`src/shared/fsf_pkg.sv`:
```
// constants and carriers for the flash status flag bank
// assumes one clock domain; flag sources are device logic on that clock
package fsf_pkg;

    // register bus geometry
    localparam int ADDR_W = 8;
    localparam int DATA_W = 32;
    localparam int WORD_W = 16;
    localparam int IRQ_W  = 3;

    // register byte offsets
    localparam logic [ADDR_W-1:0] OFS_STATUS     = 8'h00;
    localparam logic [ADDR_W-1:0] OFS_CLEAR_STAT = 8'h04;
    localparam logic [ADDR_W-1:0] OFS_PROG_ERR   = 8'h08;
    localparam logic [ADDR_W-1:0] OFS_IRQ_STAT   = 8'h0c;
    localparam logic [ADDR_W-1:0] OFS_IRQ_CLEAR  = 8'h10;
    localparam logic [ADDR_W-1:0] OFS_IRQ_EN     = 8'h14;

    // status word fields
    localparam int BIT_RESV_HI_LSB = 10;
    localparam int BIT_RESV_HI_MSB = 15;
    localparam int BIT_RESV_LO     = 9;
    localparam int BIT_CRC_SUSP    = 8;
    localparam int BIT_READY_BUSY  = 7;
    localparam int BIT_ERASE_SUSP  = 6;
    localparam int BIT_ERASE_ERR   = 5;
    localparam int BIT_CLEAR_GO    = 0;

    // reserved defaults and reset values
    localparam logic [5:0] RESV_HI_DEFAULT = 6'h3f;
    localparam logic       RESV_LO_DEFAULT = 1'h0;
    localparam logic [WORD_W-1:0] STATUS_RESET = 16'hfc00;

    // interrupt event bit positions
    localparam int IRQ_ERASE_ERR = 0;
    localparam int IRQ_PROG_ERR  = 1;
    localparam int IRQ_READY     = 2;

    // level state from the embedded operation controller
    typedef struct packed {
        logic op_busy;
        logic erase_susp;
        logic crc_susp;
    } fsf_dev_state_t;

    // one-cycle event pulses from the controller and link decoder
    typedef struct packed {
        logic erase_fail;
        logic erase_prot;
        logic prog_fail;
        logic clear_status;
        logic soft_reset;
    } fsf_dev_event_t;

endpackage : fsf_pkg

```
`src/hw/fsf_status_bank.sv`:
```
// status flag bank of the flash device, x8 interface view
// assumes state and event inputs come from logic on MCLK, so no sync
module fsf_status_bank
    import fsf_pkg::*;
(
    // clock and reset
    input  wire logic                   MCLK,
    input  wire logic                   RESETN,
    // register port
    input  wire logic [fsf_pkg::ADDR_W-1:0] ADDR,
    input  wire logic [fsf_pkg::DATA_W-1:0] WDATA,
    input  wire logic                   WR,
    input  wire logic                   RD,
    output logic      [fsf_pkg::DATA_W-1:0] RDATA,
    // device internal state
    input  wire fsf_pkg::fsf_dev_state_t DEV_STATE,
    input  wire fsf_pkg::fsf_dev_event_t DEV_EVENT,
    // status and interrupt
    output logic      [fsf_pkg::WORD_W-1:0] STATUS_WORD,
    output logic                        IRQ
);
    import fsf_pkg::*;

    logic                erase_err_r;
    logic                erase_err_nxt;
    logic                prog_err_r;
    logic                prog_err_nxt;
    logic [WORD_W-1:0]   status_r;
    logic [WORD_W-1:0]   status_nxt;
    logic [IRQ_W-1:0]    irq_stat_r;
    logic [IRQ_W-1:0]    irq_stat_nxt;
    logic [IRQ_W-1:0]    irq_en_r;
    logic [IRQ_W-1:0]    irq_en_nxt;
    logic                irq_r;
    logic                irq_nxt;
    logic [DATA_W-1:0]   rdata_r;
    logic [DATA_W-1:0]   rdata_nxt;
    logic                clr_req;
    logic                busy_now;
    logic [IRQ_W-1:0]    irq_evt;

    function automatic logic hit(input logic [ADDR_W-1:0] a,
                                 input logic [ADDR_W-1:0] ofs);
        hit = (a == ofs);
    endfunction : hit

    // clear from the link transaction or from software, plus soft reset
    assign clr_req = DEV_EVENT.clear_status | DEV_EVENT.soft_reset
                   | (WR & hit(ADDR, OFS_CLEAR_STAT) & WDATA[BIT_CLEAR_GO]);

    // error flags: set beats clear so a failure in the clear cycle stays
    always_comb begin
        erase_err_nxt = erase_err_r;
        if (clr_req) begin
            erase_err_nxt = 1'b0;
        end
        if (DEV_EVENT.erase_fail | DEV_EVENT.erase_prot) begin
            erase_err_nxt = 1'b1;
        end
        prog_err_nxt = prog_err_r;
        if (clr_req) begin
            prog_err_nxt = 1'b0;
        end
        if (DEV_EVENT.prog_fail) begin
            prog_err_nxt = 1'b1;
        end
    end

    always_ff @(posedge MCLK or negedge RESETN) begin
        if (!RESETN) begin
            erase_err_r <= 1'b0;
            prog_err_r  <= 1'b0;
        end else begin
            erase_err_r <= erase_err_nxt;
            prog_err_r  <= prog_err_nxt;
        end
    end

    // status word; writes to it are ignored, reserved bits fixed
    always_comb begin
        busy_now = DEV_STATE.op_busy | erase_err_nxt | prog_err_nxt;
        status_nxt = '0;
        status_nxt[BIT_RESV_HI_MSB:BIT_RESV_HI_LSB] = RESV_HI_DEFAULT;
        status_nxt[BIT_RESV_LO]    = RESV_LO_DEFAULT;
        status_nxt[BIT_CRC_SUSP]   = DEV_STATE.crc_susp;
        status_nxt[BIT_READY_BUSY] = busy_now;
        status_nxt[BIT_ERASE_SUSP] = DEV_STATE.erase_susp;
        status_nxt[BIT_ERASE_ERR]  = erase_err_nxt;
    end

    always_ff @(posedge MCLK or negedge RESETN) begin
        if (!RESETN) begin
            status_r <= STATUS_RESET;
        end else begin
            status_r <= status_nxt;
        end
    end

    // interrupts: sticky, set wins over write-one clear
    always_comb begin
        irq_evt = '0;
        irq_evt[IRQ_ERASE_ERR] = erase_err_nxt & ~erase_err_r;
        irq_evt[IRQ_PROG_ERR]  = prog_err_nxt & ~prog_err_r;
        irq_evt[IRQ_READY]     = status_r[BIT_READY_BUSY] & ~busy_now;
        irq_stat_nxt = irq_stat_r;
        if (WR && hit(ADDR, OFS_IRQ_CLEAR)) begin
            irq_stat_nxt = irq_stat_r & ~WDATA[IRQ_W-1:0];
        end
        irq_stat_nxt = irq_stat_nxt | irq_evt;
        irq_en_nxt = irq_en_r;
        if (WR && hit(ADDR, OFS_IRQ_EN)) begin
            irq_en_nxt = WDATA[IRQ_W-1:0];
        end
        irq_nxt = |(irq_stat_nxt & irq_en_nxt);
    end

    always_ff @(posedge MCLK or negedge RESETN) begin
        if (!RESETN) begin
            irq_stat_r <= '0;
            irq_en_r   <= '0;
            irq_r      <= 1'b0;
        end else begin
            irq_stat_r <= irq_stat_nxt;
            irq_en_r   <= irq_en_nxt;
            irq_r      <= irq_nxt;
        end
    end

    // read data from registered snapshot only, never live inputs
    always_comb begin
        rdata_nxt = '0;
        if (RD) begin
            case (ADDR)
                OFS_STATUS: begin
                    rdata_nxt[WORD_W-1:0] = status_r;
                end
                OFS_PROG_ERR: begin
                    rdata_nxt[0] = prog_err_r;
                end
                OFS_IRQ_STAT: begin
                    rdata_nxt[IRQ_W-1:0] = irq_stat_r;
                end
                OFS_IRQ_EN: begin
                    rdata_nxt[IRQ_W-1:0] = irq_en_r;
                end
                default: begin
                    rdata_nxt = '0;
                end
            endcase
        end
    end

    always_ff @(posedge MCLK or negedge RESETN) begin
        if (!RESETN) begin
            rdata_r <= '0;
        end else begin
            rdata_r <= rdata_nxt;
        end
    end

    assign RDATA       = rdata_r;
    assign STATUS_WORD = status_r;
    assign IRQ         = irq_r;

    // checks
    property p_crc_susp;
        @(posedge MCLK) disable iff (!RESETN)
        ##1 STATUS_WORD[BIT_CRC_SUSP] == $past(DEV_STATE.crc_susp);
    endproperty
    a_crc_susp: assert property (p_crc_susp)
        else $error("check suspend bit does not follow source");

    property p_busy;
        @(posedge MCLK) disable iff (!RESETN)
        DEV_STATE.op_busy |=> STATUS_WORD[BIT_READY_BUSY];
    endproperty
    a_busy: assert property (p_busy)
        else $error("busy not shown during operation");

    property p_ready;
        @(posedge MCLK) disable iff (!RESETN)
        (!DEV_STATE.op_busy && !erase_err_nxt && !prog_err_nxt)
            |=> !STATUS_WORD[BIT_READY_BUSY];
    endproperty
    a_ready: assert property (p_ready)
        else $error("ready not shown while idle");

    property p_err_forces_busy;
        @(posedge MCLK) disable iff (!RESETN)
        (erase_err_r || prog_err_r) |-> STATUS_WORD[BIT_READY_BUSY];
    endproperty
    a_err_forces_busy: assert property (p_err_forces_busy)
        else $error("error flag set but device reads ready");

    property p_erase_susp;
        @(posedge MCLK) disable iff (!RESETN)
        ##1 STATUS_WORD[BIT_ERASE_SUSP] == $past(DEV_STATE.erase_susp);
    endproperty
    a_erase_susp: assert property (p_erase_susp)
        else $error("erase suspend bit does not follow source");

    property p_erase_set;
        @(posedge MCLK) disable iff (!RESETN)
        (DEV_EVENT.erase_fail || DEV_EVENT.erase_prot)
            |=> STATUS_WORD[BIT_ERASE_ERR] && STATUS_WORD[BIT_READY_BUSY];
    endproperty
    a_erase_set: assert property (p_erase_set)
        else $error("erase failure did not set error flag");

    property p_erase_hold;
        @(posedge MCLK) disable iff (!RESETN)
        (STATUS_WORD[BIT_ERASE_ERR] && !clr_req)
            |=> STATUS_WORD[BIT_ERASE_ERR];
    endproperty
    a_erase_hold: assert property (p_erase_hold)
        else $error("erase error cleared without clear or reset");

    property p_erase_clear;
        @(posedge MCLK) disable iff (!RESETN)
        (clr_req && !DEV_EVENT.erase_fail && !DEV_EVENT.erase_prot)
            |=> !STATUS_WORD[BIT_ERASE_ERR];
    endproperty
    a_erase_clear: assert property (p_erase_clear)
        else $error("clear did not drop erase error");

    property p_reserved;
        @(posedge MCLK) disable iff (!RESETN)
        STATUS_WORD[BIT_RESV_HI_MSB:BIT_RESV_LO]
            == {RESV_HI_DEFAULT, RESV_LO_DEFAULT};
    endproperty
    a_reserved: assert property (p_reserved)
        else $error("reserved status bits left their defaults");

    property p_read_word;
        @(posedge MCLK) disable iff (!RESETN)
        (RD && ADDR == OFS_STATUS)
            |=> RDATA[WORD_W-1:0] == $past(STATUS_WORD);
    endproperty
    a_read_word: assert property (p_read_word)
        else $error("status read not one registered snapshot");

    // flag may only rise on a device event, never from the host
    property p_erase_rise;
        @(posedge MCLK) disable iff (!RESETN)
        (!STATUS_WORD[BIT_ERASE_ERR] && !DEV_EVENT.erase_fail
            && !DEV_EVENT.erase_prot) |=> !STATUS_WORD[BIT_ERASE_ERR];
    endproperty
    a_erase_rise: assert property (p_erase_rise)
        else $error("erase error rose without a device event");

    property p_erase_prot;
        @(posedge MCLK) disable iff (!RESETN)
        DEV_EVENT.erase_prot |=> STATUS_WORD[BIT_ERASE_ERR];
    endproperty
    a_erase_prot: assert property (p_erase_prot)
        else $error("protected erase did not set error flag");

    // failure in the clear cycle must survive the clear
    property p_set_wins;
        @(posedge MCLK) disable iff (!RESETN)
        (clr_req && (DEV_EVENT.erase_fail || DEV_EVENT.erase_prot))
            |=> STATUS_WORD[BIT_ERASE_ERR];
    endproperty
    a_set_wins: assert property (p_set_wins)
        else $error("clear beat a failure in the same cycle");

    property p_err_keeps_busy;
        @(posedge MCLK) disable iff (!RESETN)
        (STATUS_WORD[BIT_ERASE_ERR] && !clr_req)
            |=> STATUS_WORD[BIT_READY_BUSY];
    endproperty
    a_err_keeps_busy: assert property (p_err_keeps_busy)
        else $error("ready shown while erase error still set");

    property p_prog_busy;
        @(posedge MCLK) disable iff (!RESETN)
        DEV_EVENT.prog_fail |=> STATUS_WORD[BIT_READY_BUSY];
    endproperty
    a_prog_busy: assert property (p_prog_busy)
        else $error("program failure did not force busy");

    property p_ready_clean;
        @(posedge MCLK) disable iff (!RESETN)
        !STATUS_WORD[BIT_READY_BUSY]
            |-> !STATUS_WORD[BIT_ERASE_ERR] && !prog_err_r;
    endproperty
    a_ready_clean: assert property (p_ready_clean)
        else $error("ready shown with an error flag set");

    // read data only in the cycle after a read strobe
    property p_rdata_idle;
        @(posedge MCLK) disable iff (!RESETN)
        !RD |=> RDATA == '0;
    endproperty
    a_rdata_idle: assert property (p_rdata_idle)
        else $error("read data present without a read");

    property p_rdata_upper;
        @(posedge MCLK) disable iff (!RESETN)
        RDATA[DATA_W-1:WORD_W] == '0;
    endproperty
    a_rdata_upper: assert property (p_rdata_upper)
        else $error("read data upper half not zero");

endmodule : fsf_status_bank

```
`config.mk`:
```
export PLATFORM = sky130hd
export DESIGN_NAME = fsf_status_bank
export DESIGN_NICKNAME = d
export VERILOG_FILES = /design/src/shared/fsf_pkg.sv /design/src/hw/fsf_status_bank.sv
export SDC_FILE = /design/constraint.sdc
export NUM_CORES = 1
export LEC_CHECK = 0
export ABC_AREA = 1
export ABC_CLOCK_PERIOD_IN_PS = 960
export BUFFER_PORTS_ARGS = -buffer_cell sky130_fd_sc_hd__buf_2
export CAP_MARGIN = 20
export CORE_ASPECT_RATIO = 0.8
export CORE_UTILIZATION = 39
export CTS_CLUSTER_DIAMETER = 150
export CTS_CLUSTER_SIZE = 10
export DETAILED_ROUTE_END_ITERATION = 10
export GPL_TIMING_DRIVEN = 0
export HOLD_SLACK_MARGIN = 0.02
export PLACE_DENSITY_LB_ADDON = 0.1
export SYNTH_ARGS = -nofsm -noshare
export SYNTH_HDL_FRONTEND = slang
export SYNTH_SLANG_ARGS = --single-unit
```
`constraint.sdc`:
```
create_clock -name MCLK -period 0.96 [get_ports MCLK]
set_input_delay 0.048 -clock MCLK [delete_from_list [all_inputs] [get_ports MCLK]]
set_output_delay 0.048 -clock MCLK [all_outputs]
set_load 0.02 [all_outputs]
```
Yosys cells after proc, flatten, opt, wreduce, memory -nomap -nowiden
Index checks and enable logic that the tools add are counted.
- mux-type cells: 10
- div/mod/pow operators: 0
- reduce and logical (&&, ||, !) cells: 4
- magnitude comparators: 0
- bitwise logic cells: 17
- add/sub/neg operators: 0
- shift operators: 0
- equal/unequal tests: 5
- $mul: 0
- operators with widths (operator ; count):
    == test 8 x 4 -> 1 bit (second input constant) ; 2
    == test 8 x 5 -> 1 bit (second input constant) ; 2
    two-way mux 16 bit ; 1
    two-way mux 13 bit ; 1
    == test 8 x 3 -> 1 bit (second input constant) ; 1
    zero test 8 bit ; 1
    bitwise AND 3 bit ; 2
    two-way mux 3 bit ; 2
    bitwise AND 1 bit ; 5
    OR 1 bit ; 5
    two-way mux 1 bit ; 4
    case mux 2 bit (2 select lines) ; 1
    inverter 1 bit ; 3
    inverter 3 bit ; 1
    OR 3 bit ; 1
    case mux 1 bit (3 select lines) ; 1
    OR reduction 3 bit ; 1
    logical AND 1 bit ; 2
- bits in latches: 0
- register bits after elaboration: 45
- memories kept: 0
- output and inout bits: 49
- logic and storage cells: 43
- input bits: 52
- bits in read-only memories: 0
- RAM bits: 0

Longest topological paths before layout
- word-level depth: 13
- gate-level depth with buffers: 11
- mapped depth without buffers: 11

Least setup slack after synthesis
No wires, ideal clock.
- path type: input -> register
- from: input port ADDR[7] (netlist bit)
- to: register irq_r (netlist: IRQ)
- buffers on the path: 0
- required time: 0.844 ns
- cell stages on the path: 10
- slack: 0.045 ns
- arrival time: 0.798 ns
- library setup time: 0.116 ns
- cells stage by stage: nor2_2 > nand2_2 > nor2_4 > nand3_2 > o21ai_1 > nand2_1 > nand2_1 > nand2_1 > clkinv_1 > nand2_1
- elaborated cells between the ends (all ways): 23
- those cells by class: eq/ne (3); mux (6); bitwise (11); reduce/logical (3)
- RTL lines (element ; line ; RTL):
    start: declaration ; fsf_status_bank.sv:10 ; input wire logic [fsf_pkg::ADDR_W-1:0] ADDR,
    == test 8 x 3 -> 1 bit ; fsf_status_bank.sv:44 ; hit = (a == ofs);
    bitwise AND 1 bit (2 in series) ; fsf_status_bank.sv:49 ; | (WR & hit(ADDR, OFS_CLEAR_STAT) & WDATA[BIT_CLEAR_GO]);
    OR 1 bit ; fsf_status_bank.sv:49 ;
    two-way mux 1 bit ; fsf_status_bank.sv:54 ; if (clr_req) begin
    two-way mux 1 bit ; fsf_status_bank.sv:57 ; if (DEV_EVENT.erase_fail | DEV_EVENT.erase_prot) begin
    bitwise AND 1 bit ; fsf_status_bank.sv:102 ; irq_evt[IRQ_ERASE_ERR] = erase_err_nxt & ~erase_err_r;
    OR 3 bit (*) ; fsf_status_bank.sv:109 ; irq_stat_nxt = irq_stat_nxt | irq_evt;
    named net irq_stat_nxt[0] ; fsf_status_bank.sv:31 ; logic [IRQ_W-1:0] irq_stat_nxt;
    bitwise AND 3 bit (*) ; fsf_status_bank.sv:114 ; irq_nxt = |(irq_stat_nxt & irq_en_nxt);
    OR reduction 3 bit (*) ; fsf_status_bank.sv:114 ;
    named net irq_nxt ; fsf_status_bank.sv:35 ; logic irq_nxt;
    end signal: assignment ; fsf_status_bank.sv:125 ; irq_r <= irq_nxt;
    end: declaration ; fsf_status_bank.sv:34 ; logic irq_r;
The timed path passes the listed nets; every way through them passes the cells marked *.

Worst setup path in the final report
- from: register rdata_r[14] (netlist: RDATA[14])
- to: output port RDATA[14] (netlist bit)
- RTL lines (element ; line ; RTL):
    start: declaration ; fsf_status_bank.sv:36 ; logic [DATA_W-1:0] rdata_r;
    start signal: assignment ; fsf_status_bank.sv:157 ; rdata_r <= rdata_nxt;
    end: declaration ; fsf_status_bank.sv:14 ; output logic [fsf_pkg::DATA_W-1:0] RDATA,
No word-level cell between the ends.

==> out/metrics.cfg <==
[status]
status=finished, violations left
violations=negative setup slack

[synthesis]
synth.area.mux_share_pct=0
async_flop_share_pct=100
ys_types=21
post_synth.cell_area_avg_um2=8.85
seq_area_frac_synth_pct=40.4
yosys-top-cells-area=dfrtp_1 40%, buf_4 22%, nand2_1 6.4%, inv_1 4.2%, nand3_2 3.2%
synth_edf_count=0
synthFlopType=dfrtp_1
netlist_top_cells_count=37 x buf_4, 21 x nand2_1, 20 x dfrtp_1
yosys.area.top_type=dfrtp_1
synth_cells=140
post-synth-top-count-cell=buf_4
synth_top_area_share_pct=40.4
synth-adder-area-share_pct=0
synth-simple-area-share_pct=26.6
synth_top_family_by_area=buffers and inverters
syn_area_um2=1240
synth-seq-cells=20
synth-xor-area-share_pct=0
ys.warnings.count=0
synth_compound_area_share_pct=4.24

[worst_setup_path]
rr_startpoint=STATUS_WORD[5]
crit_arrival_ps=960
endpoint_kind=primary output
cp.required_ps=910
crit_path_start=RDATA[14]
worst-path-max-fanout=6
ff2ff_setup_slack_ps=0
worst_r2r_path_depth=7
path_class=register to primary output
cp-start-kind=register

[hold_path]
holdPathStages=3
worstHoldStart=WDATA[2]
hold_class=input pin to register

[floorplanning]
placementRows=17
start_util_pct=42.8
die_h_um=52.4
core_area_um2=2890
die_area_um2=3410
io_pins=101
die_w_um=65.0

[run]
maxCapViolations=0

[clock_tree]
cts.sinks=20
htreeDepth=1
clk_pin_slew_ps=70
cts_buffers=3
clockRootBuffer=clkbuf_8
clk_latency_ps=260
cts.path.max_buffers=2
cts_tree=yes

[detailed_routing]
avgRoutedWirePerCell_um=9.10
drt-initial-drc-count=48
firstDrtPassIters=4
via_count=989
via_per_inst=3.80
detail-route-antenna-nets=0
drc_errors=0
wl_um=2370

[power]
p_per_area_nw_per_um2=1230
p_leak_nw=1.05
irDropWorstVdd_v=0.000590

[final_layout]
multi_input_area_um2=507
fin_nets=275
final_util_pct=62.2
regArea_um2=502
design_area_um2=1800
antenna_cells=0
drive_gt1_share_pct=51.4
nFillCells=272
area_growth_pct=45.4

[place]
place.gp.congestion=0.749
placement.io_buffers=40
dp_slack_ps=-212
dp.final_hpwl_um=1870
placed_area_um2=1600

[sta]
setup_ws_ps=-50.5
fin_crit_ps=1010
setup_viol=6
clock_skew_ps=2.09
fmax_mhz=990
setup_tns_ps=-277
finalHoldViolCount=0
fin_crit_sh_pct=105
rsz0062_at_grt=yes
slew_violations=0
hold_slack_ps=66.5

[global_routing]
overflow=0
antenna_found_initial=0
grt_first_pass_wirelength_um=3750
grt_usage_pct=15.2
grt_max_degree=21
grt_pass1_vias=872

-- layout by cell type, fill, tap and decap left out --
cell           synthesis  layout
inv_1                 14      13
o21ai_2                2       3
dfrtp_1               20      19
bufinv_16              0       1
buf_4                 37      39
dfrtp_2                0       1
nand2_1               21      21
buf_2                  0      34
nor2_1                 5       5
dlygate4sd3_1          0       6
buf_6                  0       7
inv_2                  4       5
nand3_1                5       5
a21oi_1                2       2
nand2_4                2       2
clkinv_1               1       1
nor2_8                 2       2
nor2_2                 2       2
conb_1                 2      31
clkbuf_8               0       3
o21ai_1                4       4
nand2_2                6       6
nor2_4                 3       3
nand3_2                4       4
nor3_2                 1       2
nor3_1                 2       1
-- registers in the layout, summed over array words and instances (netlist names) --
signal,cells
RDATA,8
STATUS_WORD,4
irq_en_r,3
irq_stat_r,3
IRQ,1
prog_err_r,1
-- per-stage QoR --
step	instances	power, mW
after global placement	247	1.33
after CTS	260	2.22
final	260	2.21
after floorplan	169	1.22
after global routing	260	2.32
after detailed placement	247	1.34
-- where the power goes --
| group | internal, mW | switching, mW | leakage (nW) |
|---|---|---|---|
| Clock | 0.557 | 0.293 | 0.0357 |
| Sequential | 0.871 | 0.0159 | 0.246 |
| Combinational | 0.198 | 0.274 | 0.768 |
| Total | 1.63 | 0.583 | 1.05 |
-- critical path, cell delays in order (launching register included) --
cell and delay, ps:
dfrtp_2 440, buf_4 140, buf_6 120
-- worst paths after layout --
kind | end
worst max-delay path | RDATA[14]
worst min-delay path | irq_en_r[2]
worst max register to register | IRQ
worst min register to register | RDATA[8]
max in group asynchronous | RDATA[14]
min in group asynchronous | RDATA[2]
-- kinds of logic after synthesis --
kind of cell	count (synthesis)
AO/OA/AOI/OAI	9
buffers and inverters	56
AND/OR/NAND/NOR	53
flip-flops	20
other	2
-- area by class of cell --
type,instances,area share [%]
multi-input cells,93,28.1
flip-flops and latches,20,27.9
repair buffers,49,17.8
plain buffers,37,15.6
inverters,19,3.96
well taps,38,2.64
clock buffers,3,2.29
clock inverters,1,1.67
-- routing by layer --
metal  GRT usage [%]  vias up  part of all wire, %
met1            16.4      417                   39
met4            5.43        0                  1.2
met3            3.91        5                  8.3
met5               0        -                    0
li1                -      517                    -
met2            28.8       50                   52
-- repair_timing --
item	in CTS	in global routing
hold endpoints to repair	25	0
pin swaps	2	3
setup endpoints to repair	7	11
hold buffers	6	0
resized for setup	14	4
setup buffers	3	0
Power figures use the tool's default switching activity.
